[config.mk]
export PLATFORM = sky130hd
export DESIGN_NAME = giq_top
export DESIGN_NICKNAME = d
export VERILOG_FILES = /design/src/giq_top.v /design/src/giq_qual.v
export VERILOG_INCLUDE_DIRS = /design/src
export SDC_FILE = /design/constraint.sdc
export NUM_CORES = 1
export LEC_CHECK = 0
export ABC_AREA = 0
export BUFFER_PORTS_ARGS = -buffer_cell sky130_fd_sc_hd__buf_2
export CAP_MARGIN = 20
export CORE_ASPECT_RATIO = 1.2
export CORE_MARGIN = 5
export CORE_UTILIZATION = 45
export DETAILED_ROUTE_END_ITERATION = 7
export GPL_TIMING_DRIVEN = 0
export HOLD_SLACK_MARGIN = 0.05
export SYNTH_ARGS = -nofsm -noshare
export SYNTH_HDL_FRONTEND = slang
export SYNTH_SLANG_ARGS = --single-unit
export TNS_END_PERCENT = 100
[constraint.sdc]
create_clock -name pclk -period 3.73 [get_ports pclk]
set_input_delay 0.746 -clock pclk [delete_from_list [all_inputs] [get_ports pclk]]
set_output_delay 0.746 -clock pclk [all_outputs]
set_load 0.05 [all_outputs]
[src/giq_defines.vh]
// Constants shared by the input qualifier and its register block.
// Assumes inclusion by bare name from files that need the offsets and codes.
`ifndef GIQ_DEFINES_VH
`define GIQ_DEFINES_VH

// ----------------------------------------
// Structure
// ----------------------------------------
`define GIQ_NPINS 16
`define GIQ_GROUP_SIZE 8
`define GIQ_NGROUPS 2
`define GIQ_PERIOD_W 8
`define GIQ_HIST_W 6

// ----------------------------------------
// Register byte addresses
// ----------------------------------------
`define GIQ_ADDR_PERIOD 8'h00
`define GIQ_ADDR_QSEL 8'h04
`define GIQ_ADDR_FUNC 8'h08
`define GIQ_ADDR_DATA 8'h0C
`define GIQ_ADDR_WAKE 8'h10
`define GIQ_ADDR_STAT 8'h14

// ----------------------------------------
// Qualifier select codes
// ----------------------------------------
`define GIQ_QSEL_SYNC 2'h0
`define GIQ_QSEL_3S 2'h1
`define GIQ_QSEL_6S 2'h2
`define GIQ_QSEL_ASYNC 2'h3

// ----------------------------------------
// Timing in system clock cycles, and the resume counter width
// ----------------------------------------
`define GIQ_RESUME_ACTIVE_CYC 20
`define GIQ_RESUME_SLEEP_CYC 1050
`define GIQ_RESUME_W 11
`define GIQ_CFG_DELAY 2

`endif

[src/giq_top.v]
// Input qualifier for sixteen pins, APB register block and idle wake timing.
// Assumes an APB master on pclk; pins and the reset pin are asynchronous.
//
// The implementer's own choices: the APB slave port and the register addresses.
`timescale 1ns/1ps
`default_nettype none
`include "giq_defines.vh"

module giq_top
(
	// Clock and reset
	input wire pclk,
	input wire presetn,
	// APB slave
	input wire psel,
	input wire penable,
	input wire pwrite,
	input wire [7:0] paddr,
	input wire [31:0] pwdata,
	output reg [31:0] prdata,
	output reg pready,
	output reg pslverr,
	// Pins
	input wire [`GIQ_NPINS-1:0] gpio_pin_in,
	output reg [`GIQ_NPINS-1:0] qualified_in,
	output reg [`GIQ_NPINS-1:0] pin_function_select,
	// Core and wake logic
	input wire idle_enter,
	input wire irq_pending,
	input wire watchdog_interrupt,
	input wire external_reset_pin_n,
	input wire flash_asleep,
	output reg cpu_idle,
	output reg cpu_resume
);

	localparam ST_RUN = 2'h0;
	localparam ST_SLEEP = 2'h1;
	localparam ST_WAKE = 2'h2;
	// Countdown loads; only the low counter bits are kept, and both values fit.
	localparam [31:0] CNT_ACTIVE_LAST = `GIQ_RESUME_ACTIVE_CYC - 1;
	localparam [31:0] CNT_SLEEP_LAST = `GIQ_RESUME_SLEEP_CYC - 1;

	reg [2*`GIQ_PERIOD_W-1:0] period_ff;
	reg [2*`GIQ_NPINS-1:0] qsel_ff;
	reg [2*`GIQ_NPINS-1:0] qsel_pipe_ff;
	reg [2*`GIQ_NPINS-1:0] qsel_eff_ff;
	reg [`GIQ_NPINS-1:0] func_ff;
	reg [`GIQ_NPINS-1:0] func_pipe_ff;
	reg [`GIQ_NPINS-1:0] wake_mask_ff;
	reg rst_sync1_ff;
	reg rst_sync2_ff;
	reg [1:0] state_ff;
	reg [1:0] nxt_state;
	reg [`GIQ_RESUME_W-1:0] cnt_ff;
	reg [`GIQ_RESUME_W-1:0] nxt_cnt;
	reg nxt_resume;
	reg [31:0] nxt_rdata;
	reg nxt_err;
	wire [`GIQ_NPINS-1:0] qual_w;
	wire [`GIQ_NGROUPS-1:0] sample_en;
	wire setup;
	wire wr_access;
	wire wake;

	// ----------------------------------------
	// APB slave
	// ----------------------------------------
	// Read data and error are prepared in the setup cycle so that the access
	// phase completes with no wait state and every output stays a flop.
	assign setup = psel & ~penable;
	assign wr_access = psel & penable & pwrite & pready;

	always @*
	begin
		nxt_rdata = 32'h0000_0000;
		nxt_err = 1'b0;
		case (paddr)
			`GIQ_ADDR_PERIOD: nxt_rdata = {16'h0000, period_ff};
			`GIQ_ADDR_QSEL: nxt_rdata = qsel_ff;
			`GIQ_ADDR_FUNC: nxt_rdata = {16'h0000, func_ff};
			`GIQ_ADDR_DATA: nxt_rdata = {16'h0000, qualified_in};
			`GIQ_ADDR_WAKE: nxt_rdata = {16'h0000, wake_mask_ff};
			`GIQ_ADDR_STAT: nxt_rdata = {30'h0000_0000, (state_ff == ST_WAKE), cpu_idle};
			default: nxt_err = 1'b1;
		endcase
	end

	always @(posedge pclk or negedge presetn)
	begin
		if (!presetn)
		begin
			prdata <= 32'h0000_0000;
			pready <= 1'b0;
			pslverr <= 1'b0;
		end
		else
		begin
			pready <= setup;
			pslverr <= setup & nxt_err;
			if (setup && !pwrite)
				prdata <= nxt_rdata;
		end
	end

	always @(posedge pclk or negedge presetn)
	begin
		if (!presetn)
		begin
			period_ff <= 16'h0000;
			qsel_ff <= 32'h0000_0000;
			func_ff <= 16'h0000;
			wake_mask_ff <= 16'h0000;
		end
		else if (wr_access)
		begin
			case (paddr)
				`GIQ_ADDR_PERIOD: period_ff <= pwdata[15:0];
				`GIQ_ADDR_QSEL: qsel_ff <= pwdata;
				`GIQ_ADDR_FUNC: func_ff <= pwdata[15:0];
				`GIQ_ADDR_WAKE: wake_mask_ff <= pwdata[15:0];
				default: ;
			endcase
		end
	end

	// ----------------------------------------
	// Select settings delay
	// ----------------------------------------
	// Two flop stages after the stored copy, so a write acts two clocks later.
	always @(posedge pclk or negedge presetn)
	begin
		if (!presetn)
		begin
			qsel_pipe_ff <= 32'h0000_0000;
			qsel_eff_ff <= 32'h0000_0000;
			func_pipe_ff <= 16'h0000;
			pin_function_select <= 16'h0000;
		end
		else
		begin
			qsel_pipe_ff <= qsel_ff;
			qsel_eff_ff <= qsel_pipe_ff;
			func_pipe_ff <= func_ff;
			pin_function_select <= func_pipe_ff;
		end
	end

	// ----------------------------------------
	// Sampling period dividers and pin qualifiers
	// ----------------------------------------
	genvar g;
	generate
		for (g = 0; g < `GIQ_NGROUPS; g = g + 1)
		begin : grp
			reg [`GIQ_PERIOD_W:0] div_ff;
			wire [`GIQ_PERIOD_W-1:0] n;
			wire [`GIQ_PERIOD_W:0] lim;
			assign n = period_ff[g*`GIQ_PERIOD_W +: `GIQ_PERIOD_W];
			assign lim = {n, 1'b0} - 9'h001;
			// A zero field makes the limit irrelevant: the pulse is every cycle.
			// The compare is not an equality, so a count left above a newly shortened
			// period restarts at once instead of running round all nine bits first.
			assign sample_en[g] = (n == 8'h00) | (div_ff >= lim);
			always @(posedge pclk or negedge presetn)
			begin
				if (!presetn)
					div_ff <= 9'h000;
				else if (sample_en[g])
					div_ff <= 9'h000;
				else
					div_ff <= div_ff + 9'h001;
			end
		end
	endgenerate

	genvar p;
	generate
		for (p = 0; p < `GIQ_NPINS; p = p + 1)
		begin : pin
			giq_qual u_qual
			(
				.pclk(pclk),
				.presetn(presetn),
				.pin_in(gpio_pin_in[p]),
				.sample_en(sample_en[p / `GIQ_GROUP_SIZE]),
				.mode(qsel_eff_ff[2*p +: 2]),
				.qual_out(qual_w[p])
			);
		end
	endgenerate

	always @(posedge pclk or negedge presetn)
	begin
		if (!presetn)
			qualified_in <= 16'h0000;
		else
			qualified_in <= qual_w;
	end

	// ----------------------------------------
	// Idle wake sequencer
	// ----------------------------------------
	// The reset pin is asynchronous and is synchronised before it can wake.
	always @(posedge pclk or negedge presetn)
	begin
		if (!presetn)
		begin
			rst_sync1_ff <= 1'b1;
			rst_sync2_ff <= 1'b1;
		end
		else
		begin
			rst_sync1_ff <= external_reset_pin_n;
			rst_sync2_ff <= rst_sync1_ff;
		end
	end

	// A wake through a pin arrives already qualified, so the window adds to
	// the resume delay by itself.
	assign wake = irq_pending | watchdog_interrupt | ~rst_sync2_ff | (|(qualified_in & wake_mask_ff));

	always @*
	begin
		nxt_state = state_ff;
		nxt_cnt = cnt_ff;
		nxt_resume = 1'b0;
		case (state_ff)
			ST_RUN:
			begin
				if (idle_enter)
					nxt_state = ST_SLEEP;
			end
			ST_SLEEP:
			begin
				// Only a sleeping core listens to wake; run and countdown ignore it.
				if (wake)
				begin
					nxt_state = ST_WAKE;
					if (flash_asleep)
						nxt_cnt = CNT_SLEEP_LAST[`GIQ_RESUME_W-1:0];
					else
						nxt_cnt = CNT_ACTIVE_LAST[`GIQ_RESUME_W-1:0];
				end
			end
			ST_WAKE:
			begin
				if (cnt_ff == 11'h000)
				begin
					// Resume marks the instruction after idle; handler entry is later.
					nxt_state = ST_RUN;
					nxt_resume = 1'b1;
				end
				else
					nxt_cnt = cnt_ff - 11'h001;
			end
			default:
				nxt_state = ST_RUN;
		endcase
	end

	always @(posedge pclk or negedge presetn)
	begin
		if (!presetn)
		begin
			state_ff <= ST_RUN;
			cnt_ff <= 11'h000;
			cpu_idle <= 1'b0;
			cpu_resume <= 1'b0;
		end
		else
		begin
			state_ff <= nxt_state;
			cnt_ff <= nxt_cnt;
			cpu_idle <= (nxt_state != ST_RUN);
			cpu_resume <= nxt_resume;
		end
	end

endmodule
`default_nettype wire

[src/giq_qual.v]
// One pin of the input qualifier: synchroniser, sample history and output.
// Assumes sample_en is a one-cycle pulse on pclk from the group's period divider.
`timescale 1ns/1ps
`default_nettype none
`include "giq_defines.vh"

module giq_qual
(
	// Clock and reset
	input wire pclk,
	input wire presetn,
	// Pin and control
	input wire pin_in,
	input wire sample_en,
	input wire [1:0] mode,
	// Qualified level
	output wire qual_out
);

	reg sync1_ff;
	reg sync2_ff;
	reg [`GIQ_HIST_W-1:0] hist_ff;
	reg out_ff;
	wire all3_hi;
	wire all3_lo;
	wire all6_hi;
	wire all6_lo;

	// ----------------------------------------
	// Synchroniser
	// ----------------------------------------
	always @(posedge pclk or negedge presetn)
	begin
		if (!presetn)
		begin
			sync1_ff <= 1'b0;
			sync2_ff <= 1'b0;
		end
		else
		begin
			sync1_ff <= pin_in;
			sync2_ff <= sync1_ff;
		end
	end

	// ----------------------------------------
	// Sample history and qualified output
	// ----------------------------------------
	assign all3_hi = &hist_ff[2:0];
	assign all3_lo = ~|hist_ff[2:0];
	assign all6_hi = &hist_ff;
	assign all6_lo = ~|hist_ff;

	always @(posedge pclk or negedge presetn)
	begin
		if (!presetn)
			hist_ff <= {`GIQ_HIST_W{1'b0}};
		else if (sample_en)
			hist_ff <= {hist_ff[`GIQ_HIST_W-2:0], sync2_ff};
	end

	always @(posedge pclk or negedge presetn)
	begin
		if (!presetn)
			out_ff <= 1'b0;
		else
		begin
			case (mode)
				`GIQ_QSEL_3S:
				begin
					// Three samples span two periods.
					if (all3_hi)
						out_ff <= 1'b1;
					else if (all3_lo)
						out_ff <= 1'b0;
				end
				`GIQ_QSEL_6S:
				begin
					// Six samples span five periods.
					if (all6_hi)
						out_ff <= 1'b1;
					else if (all6_lo)
						out_ff <= 1'b0;
				end
				default:
					out_ff <= sync2_ff;
			endcase
		end
	end

	assign qual_out = out_ff;

endmodule
`default_nettype wire

==> results of run 1 <==
[flip-flops by register name, summed over array words and instances, names as in the netlist, 2 cells and up]
| signal | count |
|---|---|
| pin.u_qual.hist_ff | 96 |
| prdata | 32 |
| qsel_eff_ff | 32 |
| qsel_ff | 32 |
| qsel_pipe_ff | 32 |
| grp.div_ff | 18 |
| func_ff | 16 |
| func_pipe_ff | 16 |
| period_ff | 16 |
| pin.u_qual.qual_out | 16 |
| pin.u_qual.sync1_ff | 16 |
| pin.u_qual.sync2_ff | 16 |
| pin_function_select | 16 |
| qualified_in | 16 |
| wake_mask_ff | 16 |
| cnt_ff | 11 |
| state_ff | 2 |
[final timing paths]
check,start,to
setup / recovery,period_ff[0],pin[3].u_qual.hist_ff[4]
hold / removal,presetn,pin[4].u_qual.hist_ff[3]
setup reg to reg,period_ff[0],pin[3].u_qual.hist_ff[4]
hold reg to reg,pin[12].u_qual.sync1_ff,pin[12].u_qual.sync2_ff
max in group asynchronous,presetn,cnt_ff[6]
min in group pclk,external_reset_pin_n,rst_sync1_ff
[repair_timing]
item                       4_1_cts  5_1_grt
resized for setup                0        6
hold buffers                     0        0
setup endpoints to repair        0       60
[synthesized netlist by cell type, types with 18 or more instances]
| library cell | n |
|---|---|
| dfrtp_1 | 403 |
| mux2_2 | 163 |
| nand3_1 | 63 |
| a21oi_1 | 62 |
| nand2_1 | 61 |
| ha_1 | 53 |
| inv_1 | 50 |
| o21ai_0 | 48 |
| nor2_1 | 47 |
| nor3_1 | 23 |
| a22oi_1 | 22 |
| clkbuf_1 | 21 |
| xnor2_1 | 19 |
| a211oi_1 | 18 |
[worst reg2reg max path: stages, from the launching register on]
cell and delay (ps):
dfrtp_1 420, inv_1 90, ha_1 170, or3b_2 480
nor3_1 240, xnor2_1 170, ha_1 260, nor2b_1 130
o21ai_0 150, o311a_1 350, clkbuf_4 300, buf_2 270
mux2_2 360
[kinds of logic (layout without fill, tap and decap cells)]
logic type	Yosys count	count (layout)
compound gates	203	203
flops	405	405
fa+ha+maj	53	53
buf+inv	88	306
xor+xnor	33	33
simple gates	285	285
mux	178	178
[layout by cell type (no fill, tap or decap), drive strengths merged, types with 6 or more instances in the layout]
master	Yosys	final
nand2	61	61
mux2	173	173
inv	50	53
buf	17	153
clkbuf	21	83
dfrtp	403	403
nor4	16	16
a21oi	62	62
nor2	48	48
a31oi	10	10
bufinv	0	6
and2	17	17
a22oi	22	22
o41ai	7	7
o21ai	48	48
a221oi	16	16
xor2	14	14
ha	53	53
or3	16	16
nand3	63	63
nand2b	7	7
clkinv	0	9
and3	15	15
a211oi	18	18
nor3	24	24
xnor2	19	19
a41oi	8	8
[stage by stage]
| stage | total power, mW | std cells | TNS (ps) | setup WS (ps) | hold slack, ps |
|---|---|---|---|---|---|
| 3_5_place_dp | 8.20 | 1852 | 0 | 54.8 | 335 |
| 6_report | 12.5 | 1931 | 0 | 226 | 134 |
| 5_1_grt | 13.2 | 1931 | 0 | 10.4 | 154 |
| 2_1_floorplan | 7.49 | 1245 | 0 | 695 | 331 |
| 3_3_place_gp | 8.10 | 1845 | -2406140 | -5990 | 331 |
| 4_1_cts | 12.7 | 1931 | 0 | 21.4 | 126 |
[power by group through the flow]
stage | sequential [mW] | clock, mW | combinational [mW]
after detailed placement | 5.82 | 0 | 2.38
after floorplan | 5.77 | 0 | 1.72
after global placement | 5.79 | 0 | 2.30
after global routing | 5.85 | 4.76 | 2.61
after CTS | 5.75 | 4.57 | 2.39
final | 5.75 | 4.44 | 2.36
[metal layers]
layer / GRT usage [%] / vias to the layer above / share of wire [%]
met5: 0 / - / 0.076
met4: 6.95 / 4 / 3.8
met3: 3.44 / 81 / 5.0
met2: 30.4 / 238 / 50
met1: 23.1 / 5112 / 41
li1: - / 4840 / -
[cell type report]
type / instances / share of cell area, %
multi-input cells: 752 / 30.0
clock inverters: 20 / 1.49
clock buffers: 59 / 6.36
repair buffers: 139 / 4.16
flip-flops and latches: 405 / 53.0
plain buffers: 38 / 0.994
inverters: 50 / 0.981
well taps: 468 / 3.06
==> flow_metrics.py, run 1 <==
metrics = {
    "layout": {
        "antenna_cells": 0,
        "syn_to_final_growth_pct": 17.9,
        "regArea_mm2": 0.0101,
        "final.fill_count": 3148,
        "num-nets-final": 1548,
        "design_area_mm2": 0.0191,
        "layout-drive-gt1-share_pct": 27.9,
        "multi_input_area_mm2": 0.00573,
        "fin_util_pct": 53.5,
    },
    "worst_setup_path": {
        "path_buf_inv": 3,
        "arrival_ps": 3930,
        "end_kind": "flop",
        "path_depth": 12,
        "crit_slowest_cell": "or3b_2",
        "critPathMaxFanout": 10,
        "cpMostUsedCell": "ha_1",
        "worstPathRequired_ps": 4150,
        "critPathLaunchType": "flop",
        "path_class": "flop to flop",
        "path_cells": "inv_1 -> ha_1 -> or3b_2 -> nor3_1 -> xnor2_1 -> ha_1 -> nor2b_1 -> o21ai_0 -> o311a_1 -> clkbuf_4 -> buf_2 -> mux2_2",
        "ff2ff_setup_slack_ps": 230,
        "slowest_delay_ps": 480,
        "ff2ff_path_depth": 12,
        "crit_family": "simple AND/OR/NAND/NOR gates",
    },
    "floorplan": {
        "dieArea_mm2": 0.0400,
        "fp.dieH_um": 218,
        "rows": 76,
        "start_util_pct": 45.4,
        "ios": 134,
        "core-area_mm2": 0.0358,
        "dieWidth_um": 183,
    },
    "global_route": {
        "grtUsageTotal_pct": 18.0,
        "first_global_vias": 10632,
        "grt_overflow": 0,
        "grt_max_degree": 106,
        "antenna_found_initial": 2,
        "grt_pass1_wl_um": 57500,
    },
    "drt": {
        "drt_wl_total_um": 35500,
        "via_count": 10275,
        "wl_per_cell_um": 18.4,
        "ant_nets": 0,
        "drt_iter0_drc": 540,
        "remaining_drc_errors": 0,
        "routed_via_density": 5.32,
        "first_pass_iters": 7,
    },
    "synth": {
        "async_reset_ff_share_pct": 100,
        "synth.top_cell.area_share_pct": 62.1,
        "ys.flop_type": "dfrtp_1",
        "yosys.cell_types.count": 53,
        "yosysSeqAreaShare_pct": 62.4,
        "synth_top_area_cell": "dfrtp_1",
        "synth_area_leaders": "dfrtp_1, mux2_2, ha_1, nand3_1, a21oi_1",
        "syn_inst": 1245,
        "ys.warnings.count": 0,
        "synth_seq_cells": 405,
        "synth_simple_gate_area_share_pct": 8.95,
        "synth.area.mux_share_pct": 12.5,
        "synthAdderAreaFrac_pct": 4.09,
        "syn_area_mm2": 0.0162,
        "syn_avg_cell_area_um2": 13.0,
        "synth_top_family_by_area": "multiplexers",
        "yosys.area_share.xor_xnor_pct": 1.78,
        "syn-num-nets": 1364,
        "synth_compound_area_share_pct": 7.92,
        "synth-edff-count": 0,
    },
    "sta": {
        "max_freq_mhz": 285,
        "setup_viol": 0,
        "worst_pin_slew_ps": 898,
        "min_period_over_period_pct": 93.9,
        "report.final.slew_viol_count": 0,
        "slew_headroom_pct": 39.6,
        "grt_setup_unrepaired": "false",
        "post-route-min-period_ps": 3500,
        "fin_skew_ps": 23.3,
        "final-hold-violation-count": 0,
    },
    "placement": {
        "dpl_cell_area_mm2": 0.0176,
        "gp_congestion": 0.815,
        "hpwl_um": 25400,
        "io_buffers": 132,
    },
    "power_and_ir_drop": {
        "p_int_mw": 9.07,
        "p_switching_mw": 3.47,
        "powerDensity_mw_per_mm2": 656,
        "leakage_nw": 8.98,
        "pwr-share-seq_pct": 45.8,
        "vdd_drop_max_uv": 389,
        "clockPowerShare_pct": 35.4,
        "p_sw_share_pct": 27.7,
        "pwr-share-comb_pct": 18.8,
    },
    "clock_tree": {
        "path_clk_slew_ps": 60,
        "post-cts-setup-buffer-count": 0,
        "root_buffer": "clkbuf_16",
        "cts.path.max_buffers": 3,
        "cts_buffers": 43,
        "cts_sinks": 405,
        "clk_latency_ps": 550,
        "htree_levels": 2,
        "cts_tree": "built",
    },
    "flow_run": {
        "cap_violations": 0,
    },
    "run_status": {
        "status": "finished clean",
    },
    "hold_path": {
        "hp-class": "input port to async pin",
    },
}
Power figures use the tool's default switching activity.
==> run 2: changes to the inputs <==
GPL_TIMING_DRIVEN = default   (was 0)
==> run 2 against run 1 <==
Combinational power fell by 2%; clock power fell by 9.9%; final cell count is 1.6% lower; total power fell by 3.8%; sequential power about the same; clock-buffer cell count fell by 1; register-to-register slack improved by 180 ps; sequential share of layout area rose by 0.62 points; die area stayed put; wire length decreased by 2.7%; via count decreased by 1.3%; global-route usage shrank 0.37 points; critical endpoint is now pin[4].u_qual.hist_ff[3].
==> flow_metrics.py, run 2 (synthesized netlist as in run 1, its figures left out) <==
metrics = {
    "clock_tree": {
        "path_clk_slew_ps": 60,
        "cts_hold_buf": 0,
        "cts_tree": "built",
        "cts_buffers": 42,
        "htree_levels": 2,
        "cts.path.max_buffers": 3,
        "clk_latency_ps": 540,
        "post-cts-setup-buffer-count": 0,
        "cts_sinks": 405,
        "cts_resized": 0,
        "root_buffer": "clkbuf_16",
    },
    "power_and_ir_drop": {
        "power_mw": 12.1,
        "powerDensity_mw_per_mm2": 638,
        "vdd_drop_max_uv": 332,
        "leakage_nw": 8.89,
    },
    "worst_setup_path": {
        "r2r_end": "pin[4].u_qual.hist_ff[3]",
        "slowest_delay_ps": 480,
        "critPathLaunchType": "flop",
        "arrival_ps": 3750,
        "cp-startpoint": "period_ff[0]",
        "ff2ff_path_depth": 11,
        "endpoint": "pin[4].u_qual.hist_ff[3]",
        "timing.rr.start": "period_ff[0]",
        "path_cells": "inv_1 -> ha_1 -> or3b_2 -> nor3_1 -> xnor2_1 -> ha_1 -> nor2b_1 -> o21ai_0 -> o311a_2 -> buf_12 -> mux2_2",
        "path_depth": 11,
        "ff2ff_setup_slack_ps": 400,
        "path_buf_inv": 2,
        "cpMostUsedCell": "ha_1",
        "crit_family": "simple AND/OR/NAND/NOR gates",
        "crit_slowest_cell": "or3b_2",
        "critPathMaxFanout": 44,
        "path_class": "flop to flop",
        "end_kind": "flop",
        "worstPathRequired_ps": 4160,
    },
    "placement": {
        "hpwl_um": 23800,
        "io_buffers": 133,
        "gp_congestion": 0.815,
        "dp_worst_setup_slack_ps": 418,
        "place_inst": 1826,
    },
    "global_route": {
        "antenna_found_initial": 3,
        "grt_max_degree": 94,
        "grt_overflow": 0,
        "first_global_vias": 10513,
        "grtUsageTotal_pct": 17.7,
        "grt_pass1_wl_um": 56800,
    },
    "floorplan": {
        "start_util_pct": 45.4,
        "rows": 76,
        "dieArea_mm2": 0.0400,
        "dieWidth_um": 183,
        "core-area_mm2": 0.0358,
        "ios": 134,
        "fp.dieH_um": 218,
    },
    "sta": {
        "slew_headroom_pct": 30.2,
        "max_freq_mhz": 301,
        "min_period_over_period_pct": 89.1,
        "fin_skew_ps": 15.5,
        "report.final.slew_viol_count": 0,
        "setup_viol": 0,
        "grt_setup_unrepaired": "false",
        "final-hold-violation-count": 0,
        "worst_pin_slew_ps": 1050,
        "hold_ws_ps": 144,
        "final.setup.worst_slack_ps": 405,
        "post-route-min-period_ps": 3330,
        "tns_ps": 0,
    },
    "hold_path": {
        "hp-class": "input port to async pin",
    },
    "drt": {
        "drt_iter0_drc": 373,
        "wl_per_cell_um": 18.2,
        "routed_via_density": 5.33,
        "remaining_drc_errors": 0,
        "via_count": 10137,
        "ant_nets": 0,
        "drt_wl_total_um": 34600,
        "first_pass_iters": 4,
    },
    "flow_run": {
        "cap_violations": 0,
    },
    "run_status": {
        "status": "finished clean",
    },
    "layout": {
        "layout-drive-gt1-share_pct": 28.3,
        "final_common_cell": "dfrtp_1",
        "syn_to_final_growth_pct": 16.5,
        "num-nets-final": 1521,
        "largest-register": "pin.u_qual.hist_ff",
        "largest_reg_flops": 96,
        "final_cell_mix": "dfrtp_1, mux2_2, buf_2",
        "instances_no_fill": 1901,
    },
}
[run 2: where the power goes]
| group | switching [mW] | total [mW] | internal [mW] |
|---|---|---|---|
| Sequential | 0.638 | 5.76 | 5.12 |
| Combinational | 1.07 | 2.31 | 1.24 |
| Clock | 1.66 | 4.00 | 2.34 |
| Total | 3.37 | 12.1 | 8.70 |
[run 2: area by class of cell]
type                       instances  area, µm²
antenna                            1       2.50
clock buffer                      58       1210
sequential                       405      10100
inverter                          50        188
timing repair buffer             151        886
tap                              468        586
fill                            3181      16800
multi-input combinational        752       5780
clock inverter                    16        119
[run 2: worst min-delay path by stage]
stage	cells after the start	slack (ps)	to	start
3_5_place_dp	0	330	pin[10].u_qual.sync2_ff	pin[10].u_qual.sync1_ff
4_1_cts	1	140	qsel_pipe_ff[10]	presetn
6_report	1	140	pin[4].u_qual.sync1_ff	presetn
5_1_grt	1	170	pin[4].u_qual.sync1_ff	presetn
2_1_floorplan	0	330	pin[0].u_qual.sync2_ff	pin[0].u_qual.sync1_ff
3_3_place_gp	0	330	qsel_eff_ff[28]	qsel_pipe_ff[28]
[run 2: per-layer routing]
metal,GRT usage [%],wire length (µm),up-vias
met5,0,27,-
met4,5.27,798,4
met3,3.50,1560,59
met2,29.5,17300,198
met1,23.5,14900,5100
li1,-,-,4776
[run 2: worst register-to-register path, cell delays in order, from the launching register on]
cell     delay, ps
dfrtp_1        420
inv_1          100
ha_1           180
or3b_2         480
nor3_1         270
xnor2_1        170
ha_1           260
nor2b_1        130
o21ai_0        140
o311a_2        390
buf_12         290
mux2_2         400
[run 2: through the flow]
step,util [%],cell area (µm²)
2_1_floorplan,-,16200
6_report,52.9,18900
3_5_place_dp,49.2,17600
3_3_place_gp,49.2,17600
5_1_grt,52.9,18900
4_1_cts,52.9,18900
==> run 3: changes to the inputs <==
PLACE_DENSITY_LB_ADDON = 0.1   (was default)
==> run 3 against run 2 <==
Clock skew about the same; wire length grew 0.87%; first-iteration DRC count increased by 49%; setup slack improved by 240 ps; design area increased by 0.64%; critical path depth is the same; core utilization increased by 0.34 points; flip-flop and latch count is the same; clock power is 5.5% higher.
==> flow_metrics.py, run 3 (synthesized netlist as in run 1, its figures left out) <==
metrics = {
    "hold_path": {
        "hp-class": "input port to async pin",
    },
    "clock_tree": {
        "cts.path.max_buffers": 3,
        "post-cts-setup-buffer-count": 0,
        "cts_buffers": 42,
        "root_buffer": "clkbuf_16",
        "htree_levels": 2,
        "path_clk_slew_ps": 60,
        "cts_resized": 0,
        "cts_hold_buf": 0,
        "cts_sinks": 405,
        "cts_tree": "built",
        "clk_latency_ps": 540,
    },
    "floorplan": {
        "rows": 76,
        "dieWidth_um": 183,
        "start_util_pct": 45.4,
        "dieArea_mm2": 0.0400,
        "ios": 134,
        "core-area_mm2": 0.0358,
        "fp.dieH_um": 218,
    },
    "sta": {
        "slew_headroom_pct": 49.9,
        "worst_pin_slew_ps": 745,
        "final-hold-violation-count": 0,
        "report.final.slew_viol_count": 0,
        "grt_setup_unrepaired": "false",
        "setup_viol": 0,
        "max_freq_mhz": 324,
        "final.setup.worst_slack_ps": 645,
        "min_period_over_period_pct": 82.7,
        "post-route-min-period_ps": 3080,
        "fin_skew_ps": 15.4,
        "tns_ps": 0,
    },
    "worst_setup_path": {
        "path_class": "flop to flop",
        "ff2ff_path_depth": 11,
        "arrival_ps": 3500,
        "r2r_end": "pin[5].u_qual.hist_ff[4]",
        "end_kind": "flop",
        "worstPathRequired_ps": 4140,
        "timing.rr.start": "period_ff[0]",
        "critPathMaxFanout": 57,
        "critPathLaunchType": "flop",
        "ff2ff_setup_slack_ps": 650,
    },
    "global_route": {
        "grt_max_degree": 89,
        "first_global_vias": 10334,
        "grt_pass1_wl_um": 56200,
        "grt_overflow": 0,
        "antenna_found_initial": 7,
        "grtUsageTotal_pct": 17.6,
    },
    "drt": {
        "via_count": 10159,
        "first_pass_iters": 5,
        "remaining_drc_errors": 0,
        "drt_wl_total_um": 34900,
        "wl_per_cell_um": 18.3,
        "routed_via_density": 5.32,
        "drt_iter0_drc": 557,
        "ant_nets": 0,
    },
    "layout": {
        "syn_to_final_growth_pct": 17.2,
        "final.fill_count": 3167,
        "final_cell_mix": "dfrtp_1, mux2_2, buf_2",
        "num-nets-final": 1523,
        "layout-drive-gt1-share_pct": 28.6,
        "largest-register": "pin.u_qual.hist_ff",
        "fin_util_pct": 53.2,
        "regArea_mm2": 0.0101,
        "final_common_cell": "dfrtp_1",
        "largest_reg_flops": 96,
        "multi_input_area_mm2": 0.00578,
    },
    "placement": {
        "io_buffers": 133,
        "gp_congestion": 0.796,
        "dp_worst_setup_slack_ps": 635,
        "hpwl_um": 24000,
    },
    "power_and_ir_drop": {
        "powerDensity_mw_per_mm2": 645,
        "power_mw": 12.3,
        "leakage_nw": 8.94,
        "vdd_drop_max_uv": 379,
    },
    "flow_run": {
        "cap_violations": 0,
    },
    "run_status": {
        "status": "finished clean",
    },
}
==> run 3: where the power goes <==
part	internal, mW	switching (mW)
Sequential	5.12	0.627
Clock	2.54	1.68
Combinational	1.24	1.07
==> run 3: metal layers <==
layer	vias to the layer above	global-route usage [%]	routed length [µm]
li1	4804	-	-
met1	5048	23.0	14700
met2	216	28.5	16800
met3	85	4.22	1890
met4	6	7.23	1420
met5	-	0	54
==> run 3: stage by stage <==
step | hold slack [ps] | area, µm² | instances
2_1_floorplan | 331 | 16200 | 1245
3_3_place_gp | 332 | 17600 | 1828
3_5_place_dp | 335 | 17600 | 1828
4_1_cts | 166 | 19000 | 1904
5_1_grt | 194 | 19000 | 1906
6_report | 161 | 19000 | 1908
==> run 3: critical path, stage by stage, from the launching register on <==
cell	delay, ps
dfrtp_1	410
inv_1	80
ha_1	180
or3b_2	480
nor3_1	250
xnor2_1	160
ha_1	250
nor2b_1	130
o21ai_0	140
o311a_2	210
buf_12	280
mux2_2	370
==> run 3: how the worst max path moves through the flow <==
stage | start | end | slack, ps | depth (start not counted)
5_1_grt | period_ff[0] | pin[5].u_qual.hist_ff[2] | 480 | 11
4_1_cts | period_ff[0] | pin[5].u_qual.hist_ff[4] | 620 | 11
2_1_floorplan | period_ff[0] | pin[0].u_qual.hist_ff[0] | 690 | 12
3_5_place_dp | period_ff[0] | pin[5].u_qual.hist_ff[4] | 640 | 11
3_3_place_gp | period_ff[0] | pin[5].u_qual.hist_ff[2] | 680 | 11
6_report | period_ff[0] | pin[5].u_qual.hist_ff[4] | 650 | 11
==> run 3: area by class of cell <==
class	count	share of cell area, %
Inverter	50	0.986
Multi-Input combinational cell	752	30.4
Antenna cell	4	0.0526
Tap cell	468	3.08
Clock inverter	11	0.467
Sequential cell	405	53.3
Timing Repair Buffer	153	4.73
Clock buffer	65	7.05
